==> src/spm_pkg.sv <==
// constants shared by the path and far-end line performance counters
// assumes a 20 mhz core clock and a one-second local time base
package spm_pkg;

  // clock and one-second time base
  localparam int unsigned CLK_PERIOD_NS = 50;
  localparam int unsigned ONE_SECOND_NS = 1000000000;
  localparam int unsigned SECOND_CYCLES = ONE_SECOND_NS / CLK_PERIOD_NS;

  // widths
  localparam int unsigned COUNT_W = 32;
  localparam int unsigned AMT_W = 16;
  localparam int unsigned FRAME_ERR_W = 4;
  localparam int unsigned REI_W = 8;
  localparam int unsigned RUN_W = 4;

  // path limits and thresholds
  localparam logic [FRAME_ERR_W-1:0] PATH_MAX_ERR_PER_FRAME = 4'h8;
  localparam logic [AMT_W-1:0] PATH_SEVERE_THRESHOLD = 16'h0960; // 2400 errors
  localparam logic [RUN_W-1:0] UNAVAIL_RUN_SECONDS = 4'ha;       // ten seconds

  // reset values
  localparam logic [COUNT_W-1:0] COUNT_RESET = 32'h0000_0000;
  localparam logic [AMT_W-1:0] ACCUM_RESET = 16'h0000;
  localparam logic [RUN_W-1:0] RUN_RESET = 4'h0;

  // unavailability tracker states
  typedef enum logic {SPM_AVAILABLE, SPM_UNAVAILABLE} spm_avail_t;

endpackage

==> src/spm_counter.sv <==
// one saturating performance counter with a wide increment
// assumes increments and clears arrive synchronous to core_clk
`timescale 1ns/1ps
`default_nettype none
module spm_counter #(
  parameter int unsigned W = spm_pkg::COUNT_W
) (
  // clock and reset
  input wire logic core_clk,
  input wire logic srst,
  input wire logic clk_en,
  // control
  input wire logic hold_en,
  input wire logic clear,
  input wire logic inc_en,
  input wire logic [spm_pkg::AMT_W-1:0] inc_amt,
  // value
  output logic [W-1:0] count
);

  logic [W-1:0] count_r;
  logic [W:0] sum;

  // one bit of headroom to spot the wrap
  assign sum = {1'b0, count_r} + {{(W + 1 - spm_pkg::AMT_W){1'b0}}, inc_amt};
  assign count = count_r;

  // a clear in the same cycle as an increment keeps the new event
  always_ff @(posedge core_clk) begin
    if (srst) begin
      count_r <= spm_pkg::COUNT_RESET[W-1:0];
    end else if (clk_en && hold_en) begin
      if (clear && inc_en) begin
        count_r <= {{(W - spm_pkg::AMT_W){1'b0}}, inc_amt};
      end else if (clear) begin
        count_r <= '0;
      end else if (inc_en) begin
        count_r <= sum[W] ? '1 : sum[W-1:0]; // saturate, never wrap
      end
    end
  end

endmodule
`default_nettype wire

==> src/spm_unavail.sv <==
// unavailable-second tracker fed with one severe/clean verdict per second
// assumes sec_tick is a one-cycle pulse and severe is valid with it
`timescale 1ns/1ps
`default_nettype none
module spm_unavail (
  // clock and reset
  input wire logic core_clk,
  input wire logic srst,
  input wire logic clk_en,
  input wire logic hold_en,
  // per-second verdict
  input wire logic sec_tick,
  input wire logic severe,
  // result
  output logic unavail,
  output logic uas_inc_en,
  output logic [spm_pkg::AMT_W-1:0] uas_inc_amt
);

  spm_pkg::spm_avail_t state_r;
  logic [spm_pkg::RUN_W-1:0] run_r;
  logic run_done;

  // run counts severe seconds while available, clean ones while not
  assign run_done = (run_r + 4'h1) == spm_pkg::UNAVAIL_RUN_SECONDS;
  assign unavail = (state_r == spm_pkg::SPM_UNAVAILABLE);

  // the ten severe seconds that start an outage are charged at once
  always_comb begin
    uas_inc_en = 1'b0;
    uas_inc_amt = spm_pkg::ACCUM_RESET;
    if (sec_tick) begin
      case (state_r)
        spm_pkg::SPM_AVAILABLE: begin
          if (severe && run_done) begin
            uas_inc_en = 1'b1;
            uas_inc_amt = {12'h000, spm_pkg::UNAVAIL_RUN_SECONDS};
          end
        end
        spm_pkg::SPM_UNAVAILABLE: begin
          uas_inc_en = 1'b1; // clean seconds still count while unavailable
          uas_inc_amt = 16'h0001;
        end
        default: begin
          uas_inc_en = 1'b0;
        end
      endcase
    end
  end

  // state and run length
  always_ff @(posedge core_clk) begin
    if (srst) begin
      state_r <= spm_pkg::SPM_AVAILABLE;
      run_r <= spm_pkg::RUN_RESET;
    end else if (clk_en && hold_en && sec_tick) begin
      case (state_r)
        spm_pkg::SPM_AVAILABLE: begin
          if (!severe) begin
            run_r <= spm_pkg::RUN_RESET;
          end else if (run_done) begin
            state_r <= spm_pkg::SPM_UNAVAILABLE;
            run_r <= spm_pkg::RUN_RESET;
          end else begin
            run_r <= run_r + 4'h1;
          end
        end
        spm_pkg::SPM_UNAVAILABLE: begin
          if (severe) begin
            run_r <= spm_pkg::RUN_RESET;
          end else if (run_done) begin
            state_r <= spm_pkg::SPM_AVAILABLE;
            run_r <= spm_pkg::RUN_RESET;
          end else begin
            run_r <= run_r + 4'h1;
          end
        end
        default: begin
          state_r <= spm_pkg::SPM_AVAILABLE;
          run_r <= spm_pkg::RUN_RESET;
        end
      endcase
    end
  end

endmodule
`default_nettype wire

==> src/spm_pm_counters.sv <==
// near-end path and far-end line performance counters for one path/line
// assumes overhead processors deliver per-frame errors and defect levels
`timescale 1ns/1ps
`default_nettype none
module spm_pm_counters #(
  parameter int unsigned COUNT_W = spm_pkg::COUNT_W,
  parameter int unsigned SECOND_CYCLES = spm_pkg::SECOND_CYCLES
) (
  // clock, reset and freeze
  input wire logic core_clk,
  input wire logic srst,
  input wire logic clk_en,
  // counter management
  input wire logic counters_clear,
  input wire logic intermediate_path_monitor_enable,
  input wire logic [spm_pkg::AMT_W-1:0] far_line_severe_threshold,
  // near-end path events
  input wire logic path_frame_strobe,
  input wire logic [spm_pkg::FRAME_ERR_W-1:0] path_parity_err_count,
  input wire logic path_ais_defect,
  input wire logic path_lop_defect,
  input wire logic path_lower_layer_defect,
  input wire logic path_ais_failure,
  input wire logic path_lop_failure,
  input wire logic path_uneq_failure,
  input wire logic path_tim_failure,
  // far-end line events
  input wire logic line_rei_strobe,
  input wire logic [spm_pkg::REI_W-1:0] line_rei_count,
  input wire logic line_rdi_defect,
  input wire logic line_rfi_failure,
  // status
  output logic second_tick,
  output logic path_unavailable,
  output logic far_line_unavailable,
  output logic far_end_severe_second,
  // near-end path counts
  output logic [COUNT_W-1:0] path_code_violation_count,
  output logic [COUNT_W-1:0] path_errored_second_count,
  output logic [COUNT_W-1:0] path_failure_count,
  output logic [COUNT_W-1:0] path_severe_second_count,
  output logic [COUNT_W-1:0] path_unavailable_second_count,
  // far-end line counts
  output logic [COUNT_W-1:0] far_line_code_violation_count,
  output logic [COUNT_W-1:0] far_line_errored_second_count,
  output logic [COUNT_W-1:0] far_line_severe_second_count,
  output logic [COUNT_W-1:0] far_line_unavailable_second_count,
  output logic [COUNT_W-1:0] far_line_failure_count
);

  localparam logic [31:0] SEC_LAST = 32'(SECOND_CYCLES - 1);

  logic [31:0] sec_cnt_r;
  logic sec_tick;
  logic path_run;
  logic [spm_pkg::FRAME_ERR_W-1:0] frame_err;
  logic path_defect;
  logic path_fail_any;
  logic path_fail_prev_r;
  logic rfi_prev_r;
  logic [spm_pkg::AMT_W-1:0] path_err_acc_r;
  logic [spm_pkg::AMT_W-1:0] path_err_sum;
  logic path_def_acc_r;
  logic [spm_pkg::AMT_W-1:0] far_err_acc_r;
  logic [spm_pkg::AMT_W-1:0] far_err_sum;
  logic far_rdi_acc_r;
  logic path_es;
  logic path_ses;
  logic far_es;
  logic far_ses;
  logic far_ses_r;
  logic path_uas_en;
  logic [spm_pkg::AMT_W-1:0] path_uas_amt;
  logic far_uas_en;
  logic [spm_pkg::AMT_W-1:0] far_uas_amt;

  // local one-second time base, free running while clk_en is high
  always_ff @(posedge core_clk) begin
    if (srst) begin
      sec_cnt_r <= 32'h0000_0000;
    end else if (clk_en) begin
      sec_cnt_r <= (sec_cnt_r >= SEC_LAST) ? 32'h0000_0000 : sec_cnt_r + 32'h0000_0001;
    end
  end

  assign sec_tick = clk_en && (sec_cnt_r >= SEC_LAST);
  assign second_tick = sec_tick;

  // path logic only moves with monitoring enabled
  assign path_run = intermediate_path_monitor_enable;

  // clamp the per-frame parity count, more than eight cannot be real
  assign frame_err = !path_frame_strobe ? 4'h0 :
    (path_parity_err_count > spm_pkg::PATH_MAX_ERR_PER_FRAME) ?
    spm_pkg::PATH_MAX_ERR_PER_FRAME : path_parity_err_count;

  assign path_defect = path_ais_defect || path_lop_defect || path_lower_layer_defect;
  assign path_fail_any = path_ais_failure || path_lop_failure ||
    path_uneq_failure || path_tim_failure;

  // saturating per-second sums so a long burst never reads as a clean second
  assign path_err_sum = (path_err_acc_r > (16'hffff - {12'h000, frame_err})) ? 16'hffff :
    path_err_acc_r + {12'h000, frame_err};
  assign far_err_sum = !line_rei_strobe ? far_err_acc_r :
    (far_err_acc_r > (16'hffff - {8'h00, line_rei_count})) ? 16'hffff :
    far_err_acc_r + {8'h00, line_rei_count};

  // per-second path accumulators; events in the tick cycle open the next second
  always_ff @(posedge core_clk) begin
    if (srst) begin
      path_err_acc_r <= spm_pkg::ACCUM_RESET;
      path_def_acc_r <= 1'b0;
    end else if (clk_en && path_run) begin
      if (sec_tick) begin
        path_err_acc_r <= {12'h000, frame_err};
        path_def_acc_r <= path_defect;
      end else begin
        path_err_acc_r <= path_err_sum;
        path_def_acc_r <= path_def_acc_r || path_defect;
      end
    end
  end

  // per-second far-end accumulators
  always_ff @(posedge core_clk) begin
    if (srst) begin
      far_err_acc_r <= spm_pkg::ACCUM_RESET;
      far_rdi_acc_r <= 1'b0;
    end else if (clk_en) begin
      if (sec_tick) begin
        far_err_acc_r <= line_rei_strobe ? {8'h00, line_rei_count} : spm_pkg::ACCUM_RESET;
        far_rdi_acc_r <= line_rdi_defect;
      end else begin
        far_err_acc_r <= far_err_sum;
        far_rdi_acc_r <= far_rdi_acc_r || line_rdi_defect;
      end
    end
  end

  // second verdicts from the closing second's accumulators
  assign path_es = (path_err_acc_r != spm_pkg::ACCUM_RESET) || path_def_acc_r;
  assign path_ses = (path_err_acc_r >= spm_pkg::PATH_SEVERE_THRESHOLD) || path_def_acc_r;
  assign far_es = (far_err_acc_r != spm_pkg::ACCUM_RESET) || far_rdi_acc_r;
  // a zero threshold would make every second severe; software must load one
  assign far_ses = (far_err_acc_r >= far_line_severe_threshold) || far_rdi_acc_r;

  // remember last far-end verdict for software
  always_ff @(posedge core_clk) begin
    if (srst) begin
      far_ses_r <= 1'b0;
    end else if (clk_en && sec_tick) begin
      far_ses_r <= far_ses;
    end
  end

  assign far_end_severe_second = far_ses_r;

  // failure onset edges; counting at onset charges the starting period
  always_ff @(posedge core_clk) begin
    if (srst) begin
      path_fail_prev_r <= 1'b0;
      rfi_prev_r <= 1'b0;
    end else if (clk_en) begin
      if (path_run) begin
        path_fail_prev_r <= path_fail_any;
      end
      rfi_prev_r <= line_rfi_failure;
    end
  end

  // unavailability trackers
  spm_unavail u_path_uas (
    .core_clk(core_clk),
    .srst(srst),
    .clk_en(clk_en),
    .hold_en(path_run),
    .sec_tick(sec_tick),
    .severe(path_ses),
    .unavail(path_unavailable),
    .uas_inc_en(path_uas_en),
    .uas_inc_amt(path_uas_amt)
  );

  spm_unavail u_far_uas (
    .core_clk(core_clk),
    .srst(srst),
    .clk_en(clk_en),
    .hold_en(1'b1),
    .sec_tick(sec_tick),
    .severe(far_ses),
    .unavail(far_line_unavailable),
    .uas_inc_en(far_uas_en),
    .uas_inc_amt(far_uas_amt)
  );

  // near-end path counters, all held while monitoring is off
  spm_counter #(.W(COUNT_W)) u_path_cv (
    .core_clk(core_clk),
    .srst(srst),
    .clk_en(clk_en),
    .hold_en(path_run),
    .clear(counters_clear),
    .inc_en(path_frame_strobe && frame_err != 4'h0),
    .inc_amt({12'h000, frame_err}),
    .count(path_code_violation_count)
  );

  spm_counter #(.W(COUNT_W)) u_path_es (
    .core_clk(core_clk),
    .srst(srst),
    .clk_en(clk_en),
    .hold_en(path_run),
    .clear(counters_clear),
    .inc_en(sec_tick && path_es),
    .inc_amt(16'h0001),
    .count(path_errored_second_count)
  );

  spm_counter #(.W(COUNT_W)) u_path_fc (
    .core_clk(core_clk),
    .srst(srst),
    .clk_en(clk_en),
    .hold_en(path_run),
    .clear(counters_clear),
    .inc_en(path_fail_any && !path_fail_prev_r),
    .inc_amt(16'h0001),
    .count(path_failure_count)
  );

  spm_counter #(.W(COUNT_W)) u_path_ses (
    .core_clk(core_clk),
    .srst(srst),
    .clk_en(clk_en),
    .hold_en(path_run),
    .clear(counters_clear),
    .inc_en(sec_tick && path_ses),
    .inc_amt(16'h0001),
    .count(path_severe_second_count)
  );

  spm_counter #(.W(COUNT_W)) u_path_uas_cnt (
    .core_clk(core_clk),
    .srst(srst),
    .clk_en(clk_en),
    .hold_en(path_run),
    .clear(counters_clear),
    .inc_en(path_uas_en),
    .inc_amt(path_uas_amt),
    .count(path_unavailable_second_count)
  );

  // far-end line counters; the remote end bounds each report to 255
  spm_counter #(.W(COUNT_W)) u_far_cv (
    .core_clk(core_clk),
    .srst(srst),
    .clk_en(clk_en),
    .hold_en(1'b1),
    .clear(counters_clear),
    .inc_en(line_rei_strobe),
    .inc_amt({8'h00, line_rei_count}),
    .count(far_line_code_violation_count)
  );

  spm_counter #(.W(COUNT_W)) u_far_es (
    .core_clk(core_clk),
    .srst(srst),
    .clk_en(clk_en),
    .hold_en(1'b1),
    .clear(counters_clear),
    .inc_en(sec_tick && far_es),
    .inc_amt(16'h0001),
    .count(far_line_errored_second_count)
  );

  spm_counter #(.W(COUNT_W)) u_far_ses (
    .core_clk(core_clk),
    .srst(srst),
    .clk_en(clk_en),
    .hold_en(1'b1),
    .clear(counters_clear),
    .inc_en(sec_tick && far_ses),
    .inc_amt(16'h0001),
    .count(far_line_severe_second_count)
  );

  spm_counter #(.W(COUNT_W)) u_far_uas_cnt (
    .core_clk(core_clk),
    .srst(srst),
    .clk_en(clk_en),
    .hold_en(1'b1),
    .clear(counters_clear),
    .inc_en(far_uas_en),
    .inc_amt(far_uas_amt),
    .count(far_line_unavailable_second_count)
  );

  // an event still open at a period clear is not counted again
  spm_counter #(.W(COUNT_W)) u_far_fc (
    .core_clk(core_clk),
    .srst(srst),
    .clk_en(clk_en),
    .hold_en(1'b1),
    .clear(counters_clear),
    .inc_en(line_rfi_failure && !rfi_prev_r),
    .inc_amt(16'h0001),
    .count(far_line_failure_count)
  );

endmodule
`default_nettype wire

==> config.mk <==
export PLATFORM = sky130hd
export DESIGN_NAME = spm_pm_counters
export DESIGN_NICKNAME = d
export VERILOG_FILES = /design/src/spm_pkg.sv /design/src/spm_counter.sv /design/src/spm_unavail.sv /design/src/spm_pm_counters.sv
export SDC_FILE = /design/constraint.sdc
export NUM_CORES = 1
export LEC_CHECK = 0
export ABC_CLOCK_PERIOD_IN_PS = 7600
export BUFFER_PORTS_ARGS = -buffer_cell sky130_fd_sc_hd__buf_2
export CAP_MARGIN = 30
export CORE_MARGIN = 2
export CORE_UTILIZATION = 40
export DETAILED_ROUTE_END_ITERATION = 10
export PLACE_DENSITY = 0.67
export SETUP_SLACK_MARGIN = 0.1
export SLEW_MARGIN = 20
export SYNTH_ARGS = -nofsm -noshare
export SYNTH_HDL_FRONTEND = slang
export SYNTH_SLANG_ARGS = --single-unit
==> constraint.sdc <==
create_clock -name core_clk -period 7.6 [get_ports core_clk]
set_clock_uncertainty 0.05 [all_clocks]
set_input_delay 1.52 -clock core_clk [delete_from_list [all_inputs] [get_ports core_clk]]
set_output_delay 1.52 -clock core_clk [all_outputs]
set_load 0.05 [all_outputs]
Word-level counts from Yosys, hierarchy flattened
Index checks and enable logic that the tools add are counted.
- equal/unequal tests: 2
- mux-type cells: 81
- reduce and logical (&&, ||, !) cells: 62
- $lt $le $gt $ge: 6
- add/sub/neg operators: 17
- bitwise operators: 2
- operator list (kind ; count):
    32-bit 2-to-1 mux ; 41
    32-bit by 1-bit adder with 33-bit output, second input constant ; 6
    16-bit 2-to-1 mux ; 7
    32-bit by 16-bit adder with 33-bit output ; 2
    16-bit case mux with 2 select lines ; 2
    4-bit 2-to-1 mux ; 10
    32-bit by 4-bit adder with 33-bit output ; 1
    32-bit by 8-bit adder with 33-bit output ; 1
    32-bit by 1-bit adder with 32-bit output, second input constant ; 1
    32-bit by 25-bit >= comparator with 1-bit output, second input constant ; 1
    16-bit > comparator ; 2
    16-bit nonzero test ; 2
    3-bit nonzero test ; 10
    2-bit AND reduction ; 12
    1-bit logical AND ; 23
    16-bit by 4-bit adder with 16-bit output ; 1
    16-bit by 8-bit adder with 16-bit output ; 1
    16-bit by 12-bit >= comparator with 1-bit output, second input constant ; 1
    16-bit >= comparator ; 1
    4-bit case mux with 2 select lines ; 2
    1-bit 2-to-1 mux ; 14
    1-bit logical OR ; 11
    1-bit by 9-bit subtractor with 10-bit output, first input constant ; 1
    4-bit by 1-bit adder with 4-bit output, second input constant ; 2
    9 further kinds ; 15
- bits of input ports: 44
- flip-flop bits (word level): 399

Logic depth before layout (Yosys ltp)
Gate-level depths: netlist of the first run.
- depth after elaboration: 11
- gate-level depth with buffers: 17
- gate-level depth less buffers: 17

Modules after synthesis
Synthesis of the first run repeated with hierarchy kept, for this count alone.
- cells, all modules: 4042
- area total of the unflattened synthesis: 31033.5 um^2
- modules (own cells, without submodules) (module ; area each (um^2) ; cells an instance ; instances):
    spm_counter (u_far_cv ...) ; 2567.5 ; 341 ; 8
    spm_pm_counters ; 4493.1 ; 576 ; 1
    spm_counter (u_far_fc) ; 2576.2 ; 318 ; 1
    spm_counter (u_far_ses) ; 2491.1 ; 302 ; 1
    spm_unavail ; 466.7 ; 59 ; 2

Least setup slack after synthesis of the first run
Ideal clock, no wire load.
- path kind: input to register
- start: input clk_en
- end: register u_path_uas_cnt.count_r[31], in the netlist u_path_uas_cnt.count[31]
- data required time: 7.464 ns
- arrival: 4.818 ns
- setup time: 0.086 ns
- stages on the path: 14
- path buffers: 1
- slack: 2.646 ns
- path through: inv_1 -> a31oi_1 -> a21oi_2 -> clkbuf_1 -> nor4_1 -> inv_1 -> fa_1 -> and3b_1 -> o211ai_1 -> nor3_1 -> nand4_1 -> and2_1 -> a41o_1 -> a211oi_1
- longest elaborated chain between the ends: 7
- elaborated cells between the ends (all ways): 12
- RTL lines (what ; RTL line ; source):
    start: declaration ; spm_pm_counters.sv:12 ; input wire logic clk_en,
    1-bit logical AND ; spm_pm_counters.sv:86 ; assign sec_tick = clk_en && (sec_cnt_r >= SEC_LAST);
    16-bit 2-to-1 mux ; spm_unavail.sv:32 ; if (sec_tick) begin
    32-bit by 16-bit adder with 33-bit output ; spm_counter.sv:25 ; assign sum = {1'b0, count_r} + {{(W + 1 - spm_pkg::AMT_W){1'b0}}, inc_amt};
    32-bit 2-to-1 mux ; spm_counter.sv:38 ; count_r <= sum[W] ? '1 : sum[W-1:0];
    32-bit 2-to-1 mux ; spm_counter.sv:37 ; end else if (inc_en) begin
    32-bit 2-to-1 mux ; spm_counter.sv:35 ; end else if (clear) begin
    32-bit 2-to-1 mux ; spm_counter.sv:33 ; if (clear && inc_en) begin
    end signal: assignment ; spm_counter.sv:31 ; count_r <= spm_pkg::COUNT_RESET[W-1:0];
    end signal: assignment ; spm_counter.sv:34 ; count_r <= {{(W - spm_pkg::AMT_W){1'b0}}, inc_amt};
    end signal: assignment ; spm_counter.sv:38 ;
    end: declaration ; spm_counter.sv:21 ; logic [W-1:0] count_r;
Several ways; a longest one is shown, not always the timed one. The select of a mux whose other input is x is not followed.
A chain may end at the register's enable or synchronous reset.

Final worst setup path of the first run
- start: input clk_en
- end: register u_path_uas_cnt.count_r[0], in the netlist u_path_uas_cnt.count[0]
Same word-level chain as after synthesis.

==> flow_summary.yaml, run 1 <==
finish:
  fin_cells: 4317
  drive_gt1_frac: 0.156
  fillers: 5804
  area_growth_pct: 18.9
  seqCellArea_um2: 7990
  final_cell_mix: "o21ai_0 (458), dfxtp_1 (399), a21oi_1 (382)"
  final_common_cell: "o21ai_0"
  fin_util: 0.481
  fin_nets: 3622
  multi_input_area_um2: 14400
timing:
  tns_ns: 0
  rsz0062_at_grt: "no"
  finalCritPeriodShare: 0.719
  max_slew_margin: 0.369
  fmax_mhz: 183
  finalMaxSlewViolations: 0
  tightestPinTransition_ns: 0.943
  min_period_ns: 5.46
  setup_viol: 0
  hold_viol: 0
critical_path:
  path_cells: "buf_2 -> inv_1 -> a31oi_1 -> a21oi_4 -> inv_2 -> buf_4 -> and2_1 -> ha_1 -> inv_1 -> fa_1 -> and3b_1 -> o211ai_1 -> nor3_1 -> nand4_1 -> buf_4 -> inv_1 -> or3_1 -> o211ai_1 -> a21oi_1"
  cp.required_ns: 8.06
  end_kind: "flop"
  setup.worst_path.class: "input port to flop"
  arrival_ns: 5.92
  worst-path-max-fanout: 25
  slowest_delay_ns: 0.61
  worst_setup_path_start_kind: "input port"
  regToRegStartpoint: "sec_cnt_r[17]$_SDFFE_PP0P_"
  cp-startpoint: "clk_en"
  cp.buffers_inverters: 7
  crit_top_cell: "inv_1"
  crit_path_top_delay_cell: "nor3_1"
  worst_path_dominant_cell_family: "simple AND/OR/NAND/NOR gates"
clocking:
  clkSinkCount: 399
  post-cts-setup-buffers: 0
  cts_buffer_depth: 3
  htree_levels: 2
  cts_resized: 0
  insertion_delay_ns: 0.60
  clockRootBuffer: "clkbuf_16"
  hold_buffers: 0
  tritoncts: "done"
  path_clk_slew_ns: 0.06
  cts_buffers: 48
min_path:
  min_path_type: "flop to flop"
  hold_path_startpoint: "far_end_severe_second$_SDFFE_PP0P_"
logic_synthesis:
  synth_area_leaders: "dfxtp_1 (34%), o21ai_0 (9.8%), a21oi_1 (8.3%)"
  synth_area_leader_cell: "dfxtp_1"
  synthArstFlopShare: 0
  synth-compound-area-share: 0.285
  synth_nets: 3336
  synthMuxAreaShare: 0.00257
  synth_area_um2: 23300
  yosysUniqueCellTypes: 83
  synth_seq_cells: 399
  synth_top_family_by_area: "compound AO/OA/AOI/OAI gates"
  synthCells: 3229
  synth_fa_ha_area_frac: 0.0354
  synth_edf_count: 0
  synthSimpleGateAreaFrac: 0.275
  synth_warnings: 0
  synthFlopType: "dfxtp_1"
  synth.avg_cell_area_um2: 7.23
  synth_top_area_share: 0.342
  ys_seq_area_frac: 0.342
  synth_xor_area_frac: 0.0165
place:
  place_inst: 4223
  dp_hpwl_um: 51100
  port_buffers: 367
  gp_congestion: 0.879
die:
  initial_utilization: 0.404
  fp.dieH_um: 246
  core_area_um2: 57700
  row_count: 88
  dieWidth_um: 246
  dieArea_um2: 60300
  ioPinCount: 368
power_and_ir_drop:
  p_total_uw: 5020
  vdd_drop_max_uv: 161
  p_per_area_nw_per_um2: 181
  p_leak_uw: 0.0112
grt:
  gr-total-overflow: 0
  grt_pass1_vias: 22400
  grt_usage: 0.236
  grt_antenna_before_repair: 7
  grt_first_pass_wirelength_um: 119000
  grt_max_degree: 108
routing:
  via_per_inst: 5.77
  postRouteWirelength_um: 74500
  num_vias: 24900
  postRouteAntennaNets: 0
  initialDrtViolationCount: 1666
  drcViolationCount: 0
  wl_per_cell_um: 17.2
  drt_pre_antenna_iters: 5
job:
  maxCapViolations: 0
outcome:
  status: "finished clean"
-- worst min-delay path, stage by stage (launching register included) --
cell	delay, ns
dfxtp_1	0.31
nand2_1	0.05
a21oi_1	0.05
-- Yosys cell counts, types with 45 or more instances --
| master | number |
|---|---|
| nor4_1 | 45 |
| nor2b_1 | 53 |
| nand4_1 | 60 |
| nor3_1 | 126 |
| nand3_1 | 115 |
| and3_1 | 79 |
| dfxtp_1 | 399 |
| and2_1 | 63 |
| nor2_1 | 355 |
| o21ai_0 | 459 |
| nand2_1 | 288 |
| a21oi_1 | 385 |
| ha_1 | 58 |
| a31oi_1 | 78 |
| inv_1 | 79 |
| clkbuf_1 | 175 |
-- cells by family after synthesis --
group,after synthesis
AO/OA/AOI/OAI,1153
XOR/XNOR,44
adder cells (fa/ha/maj),63
buffers and inverters,264
flip-flops,399
multiplexers,6
AND/OR/NAND/NOR,1300
-- layer usage --
| metal | track usage | part of all wire | up-vias |
|---|---|---|---|
| met4 | 0.0847 | 0.033 | 12 |
| met5 | 0 | 0.00098 | - |
| met3 | 0.0475 | 0.064 | 136 |
| met1 | 0.311 | 0.45 | 11600 |
| met2 | 0.383 | 0.46 | 735 |
| li1 | - | - | 12400 |
-- state kept, by name, summed over array words and instances, names as in the netlist, named ones only --
| register | flops |
|---|---|
| u_far_uas_cnt.count | 32 |
| u_far_ses.count | 32 |
| far_err_acc_r | 16 |
| u_far_fc.count | 32 |
| rfi_prev_r | 1 |
| sec_cnt_r | 32 |
| path_def_acc_r | 1 |
| u_far_cv.count | 32 |
| u_path_cv.count | 32 |
| path_err_acc_r | 16 |
| path_fail_prev_r | 1 |
| u_path_es.count | 32 |
| u_far_es.count | 32 |
| u_path_ses.count | 32 |
| u_path_uas_cnt.count | 32 |
| far_rdi_acc_r | 1 |
| far_end_severe_second | 1 |
| u_path_fc.count | 32 |
| u_path_uas.run_r | 4 |
| u_far_uas.run_r | 4 |
-- final cells by class --
cell class / instances / share of cell area
multi-input combinational: 2566 / 0.520
sequential: 399 / 0.288
timing repair buffer: 420 / 0.0826
clock buffer: 62 / 0.0484
tap: 765 / 0.0345
clock inverter: 23 / 0.0154
inverter: 80 / 0.0108
antenna: 2 / 0.000180
-- report_power, final --
group / internal (µW) / switching, µW
Combinational: 94.9 / 208
Clock: 1620 / 979
Sequential: 2100 / 12.2
Total: 3820 / 1200
-- worst paths after layout --
kind	endpoint	slack [ns]	cells past startpoint
max reg2reg	u_path_uas_cnt.count[0]$_SDFFE_PP0P_	2.18	18
max	u_path_uas_cnt.count[0]$_SDFFE_PP0P_	2.14	19
min	far_end_severe_second$_SDFFE_PP0P_	0.41	2
min reg2reg	far_end_severe_second$_SDFFE_PP0P_	0.41	2
-- through the flow --
step	cell area, µm²	setup WS [ns]	hold WS, ns
floorplan	23300	2.65	0.377
global placement	25800	1.83	0.400
detailed placement	25900	1.66	0.399
CTS	27700	2.25	0.416
global route	27700	1.68	0.434
finish	27700	2.14	0.410
Note: power is estimated with default switching activity, not from simulation.
==> run 2, diff against run 1 <==
--- a/config.mk
+++ b/config.mk
@@ -5,13 +5,13 @@
 export SDC_FILE = /design/constraint.sdc
 export NUM_CORES = 1
 export LEC_CHECK = 0
-export ABC_CLOCK_PERIOD_IN_PS = 7600
+export ABC_CLOCK_PERIOD_IN_PS = 4400
 export BUFFER_PORTS_ARGS = -buffer_cell sky130_fd_sc_hd__buf_2
 export CAP_MARGIN = 30
 export CORE_MARGIN = 2
 export CORE_UTILIZATION = 40
 export DETAILED_ROUTE_END_ITERATION = 10
-export PLACE_DENSITY = 0.67
+export PLACE_DENSITY = 0.69
 export SETUP_SLACK_MARGIN = 0.1
 export SLEW_MARGIN = 20
 export SYNTH_ARGS = -nofsm -noshare
==> constraint.sdc (replaced) <==
create_clock -name core_clk -period 4.4 [get_ports core_clk]
set_clock_uncertainty 0.05 [all_clocks]
set_input_delay 0.88 -clock core_clk [delete_from_list [all_inputs] [get_ports core_clk]]
set_output_delay 0.88 -clock core_clk [all_outputs]
set_load 0.05 [all_outputs]
==> run 2 against run 1 <==
Largest cell class unchanged. Wire length up 1.4%. Largest power group unchanged. Total power up 68%. Critical endpoint unchanged. Cell count up 0.79%. Via count up 1.2%. Global-route usage up 0.10 points. Worst setup slack worse by 1.8 ns. Highest routed layer unchanged.
==> flow_summary.yaml, run 2 (synthesis gave the netlist of run 1 again) <==
outcome:
  status: "finished clean"
critical_path:
  worst_setup_path_start_kind: "flop"
  worst-path-max-fanout: 5
  setup.worst_path.class: "flop to flop"
  slowest_delay_ns: 0.52
  cp.required_ns: 4.77
  cp.buffers_inverters: 4
  end_kind: "flop"
  path_cells: "or4_1 -> nor4_1 -> a31oi_1 -> a21oi_4 -> inv_2 -> and2_2 -> ha_1 -> inv_1 -> fa_1 -> and3b_1 -> o211ai_1 -> nor3_2 -> nand4_1 -> buf_4 -> inv_1 -> or3_1 -> o211ai_1 -> a21oi_1"
  worst_path_dominant_cell_family: "simple AND/OR/NAND/NOR gates"
  cp-startpoint: "sec_cnt_r[31]$_SDFFE_PP0P_"
  regToRegStartpoint: "sec_cnt_r[31]$_SDFFE_PP0P_"
  crit_path_top_delay_cell: "or4_1"
  arrival_ns: 4.39
finish:
  final_common_cell: "o21ai_0"
  fillers: 5803
  fin_util: 0.483
  drive_gt1_frac: 0.163
  final_area_um2: 27900
  area_growth_pct: 19.5
  fin_nets: 3651
  final_cell_mix: "o21ai_0 (458), dfxtp_1 (399), a21oi_1 (382)"
grt:
  gr-total-overflow: 0
  grt_max_degree: 97
  grt_usage: 0.237
  grt_first_pass_wirelength_um: 120000
  grt_antenna_before_repair: 9
  grt_pass1_vias: 22600
power_and_ir_drop:
  p_leak_uw: 0.0113
  clkPwrFrac: 0.503
  power.net_switching_uw: 2020
  p_per_area_nw_per_um2: 302
  seqPwrFrac: 0.434
  power_frac_comb: 0.063
  p_int_uw: 6390
  vdd_drop_max_uv: 236
  swShare: 0.240
min_path:
  min_path_type: "flop to flop"
  hold_path_startpoint: "path_def_acc_r$_SDFFE_PP0P_"
die:
  dieWidth_um: 246
  initial_utilization: 0.404
  ioPinCount: 368
  dieArea_um2: 60300
  fp.dieH_um: 246
  core_area_um2: 57700
  row_count: 88
routing:
  postRouteWirelength_um: 75500
  initialDrtViolationCount: 1806
  via_per_inst: 5.79
  drt_pre_antenna_iters: 6
  postRouteAntennaNets: 0
  drcViolationCount: 0
  num_vias: 25200
  wl_per_cell_um: 17.4
clocking:
  path_clk_slew_ns: 0.06
  clkSinkCount: 399
  htree_levels: 2
  hold_buffers: 0
  cts_buffer_depth: 3
  clockRootBuffer: "clkbuf_16"
  tritoncts: "done"
  insertion_delay_ns: 0.58
  cts_buffers: 49
timing:
  fmax_mhz: 248
  min_period_ns: 4.03
  setup_viol: 0
  finalMaxSlewViolations: 0
  max_slew_margin: 0.364
  tightestPinTransition_ns: 0.954
  finalCritPeriodShare: 0.915
  tns_ns: 0
  hold_viol: 0
  rsz0062_at_grt: "no"
place:
  place_area_um2: 26100
  port_buffers: 367
  gp_congestion: 0.872
  dp_hpwl_um: 52100
job:
  maxCapViolations: 0
## run 2: cell type report
type | instances | area, µm² | share of cell area
tap | 765 | 957 | 0.0343
inverter | 80 | 300 | 0.0108
timing repair buffer | 448 | 2500 | 0.0896
multi-input combinational | 2566 | 14500 | 0.518
clock inverter | 17 | 243 | 0.00871
clock buffer | 70 | 1430 | 0.0511
sequential | 399 | 7990 | 0.287
antenna | 6 | 15.0 | 0.000539
## run 2: timing repair
action,4_1_cts,5_1_grt
pin swaps,1,4
setup endpoints to repair,1,37
cloned,0,1
buffers inserted,1,6
resized for setup,0,3
## run 2: final timing paths
path                                               end  slack (ns)  depth (start not counted)
hold reg to reg            path_def_acc_r$_SDFFE_PP0P_        0.41                          2
hold / removal             path_def_acc_r$_SDFFE_PP0P_        0.41                          2
setup / recovery  u_path_uas_cnt.count[0]$_SDFFE_PP0P_        0.37                         18
setup reg to reg  u_path_uas_cnt.count[0]$_SDFFE_PP0P_        0.37                         18
## run 2: power by group through the flow
stage	combinational, µW	sequential [µW]	clock [µW]
after global placement	525	3730	0
final	530	3650	4230
after detailed placement	528	3730	0
after CTS	531	3650	4330
after global routing	589	3650	4470
after floorplan	335	3750	0
## run 2: per-layer routing
metal	GRT usage	part of all wire	vias to the layer above
met3	0.0445	0.070	128
met2	0.385	0.46	784
met4	0.0742	0.026	10
li1	-	-	12500
met5	0	0.00077	-
met1	0.317	0.44	11800
## run 2: worst min-delay path: stages, from the launching register on
cell     delay, ns
dfxtp_1       0.31
nand2_1       0.05
a21oi_1       0.05
## run 2: stage by stage
step                      setup slack [ns]  std cells  hold WS, ns  total power [µW]
after detailed placement             0.111       4249        0.407              4260
after global routing                0.0752       4347        0.431              8710
after CTS                            0.161       4337        0.418              8510
after floorplan                      0.147       3229        0.377              4080
after global placement               0.176       4249        0.398              4260
final                                0.373       4351        0.412              8410
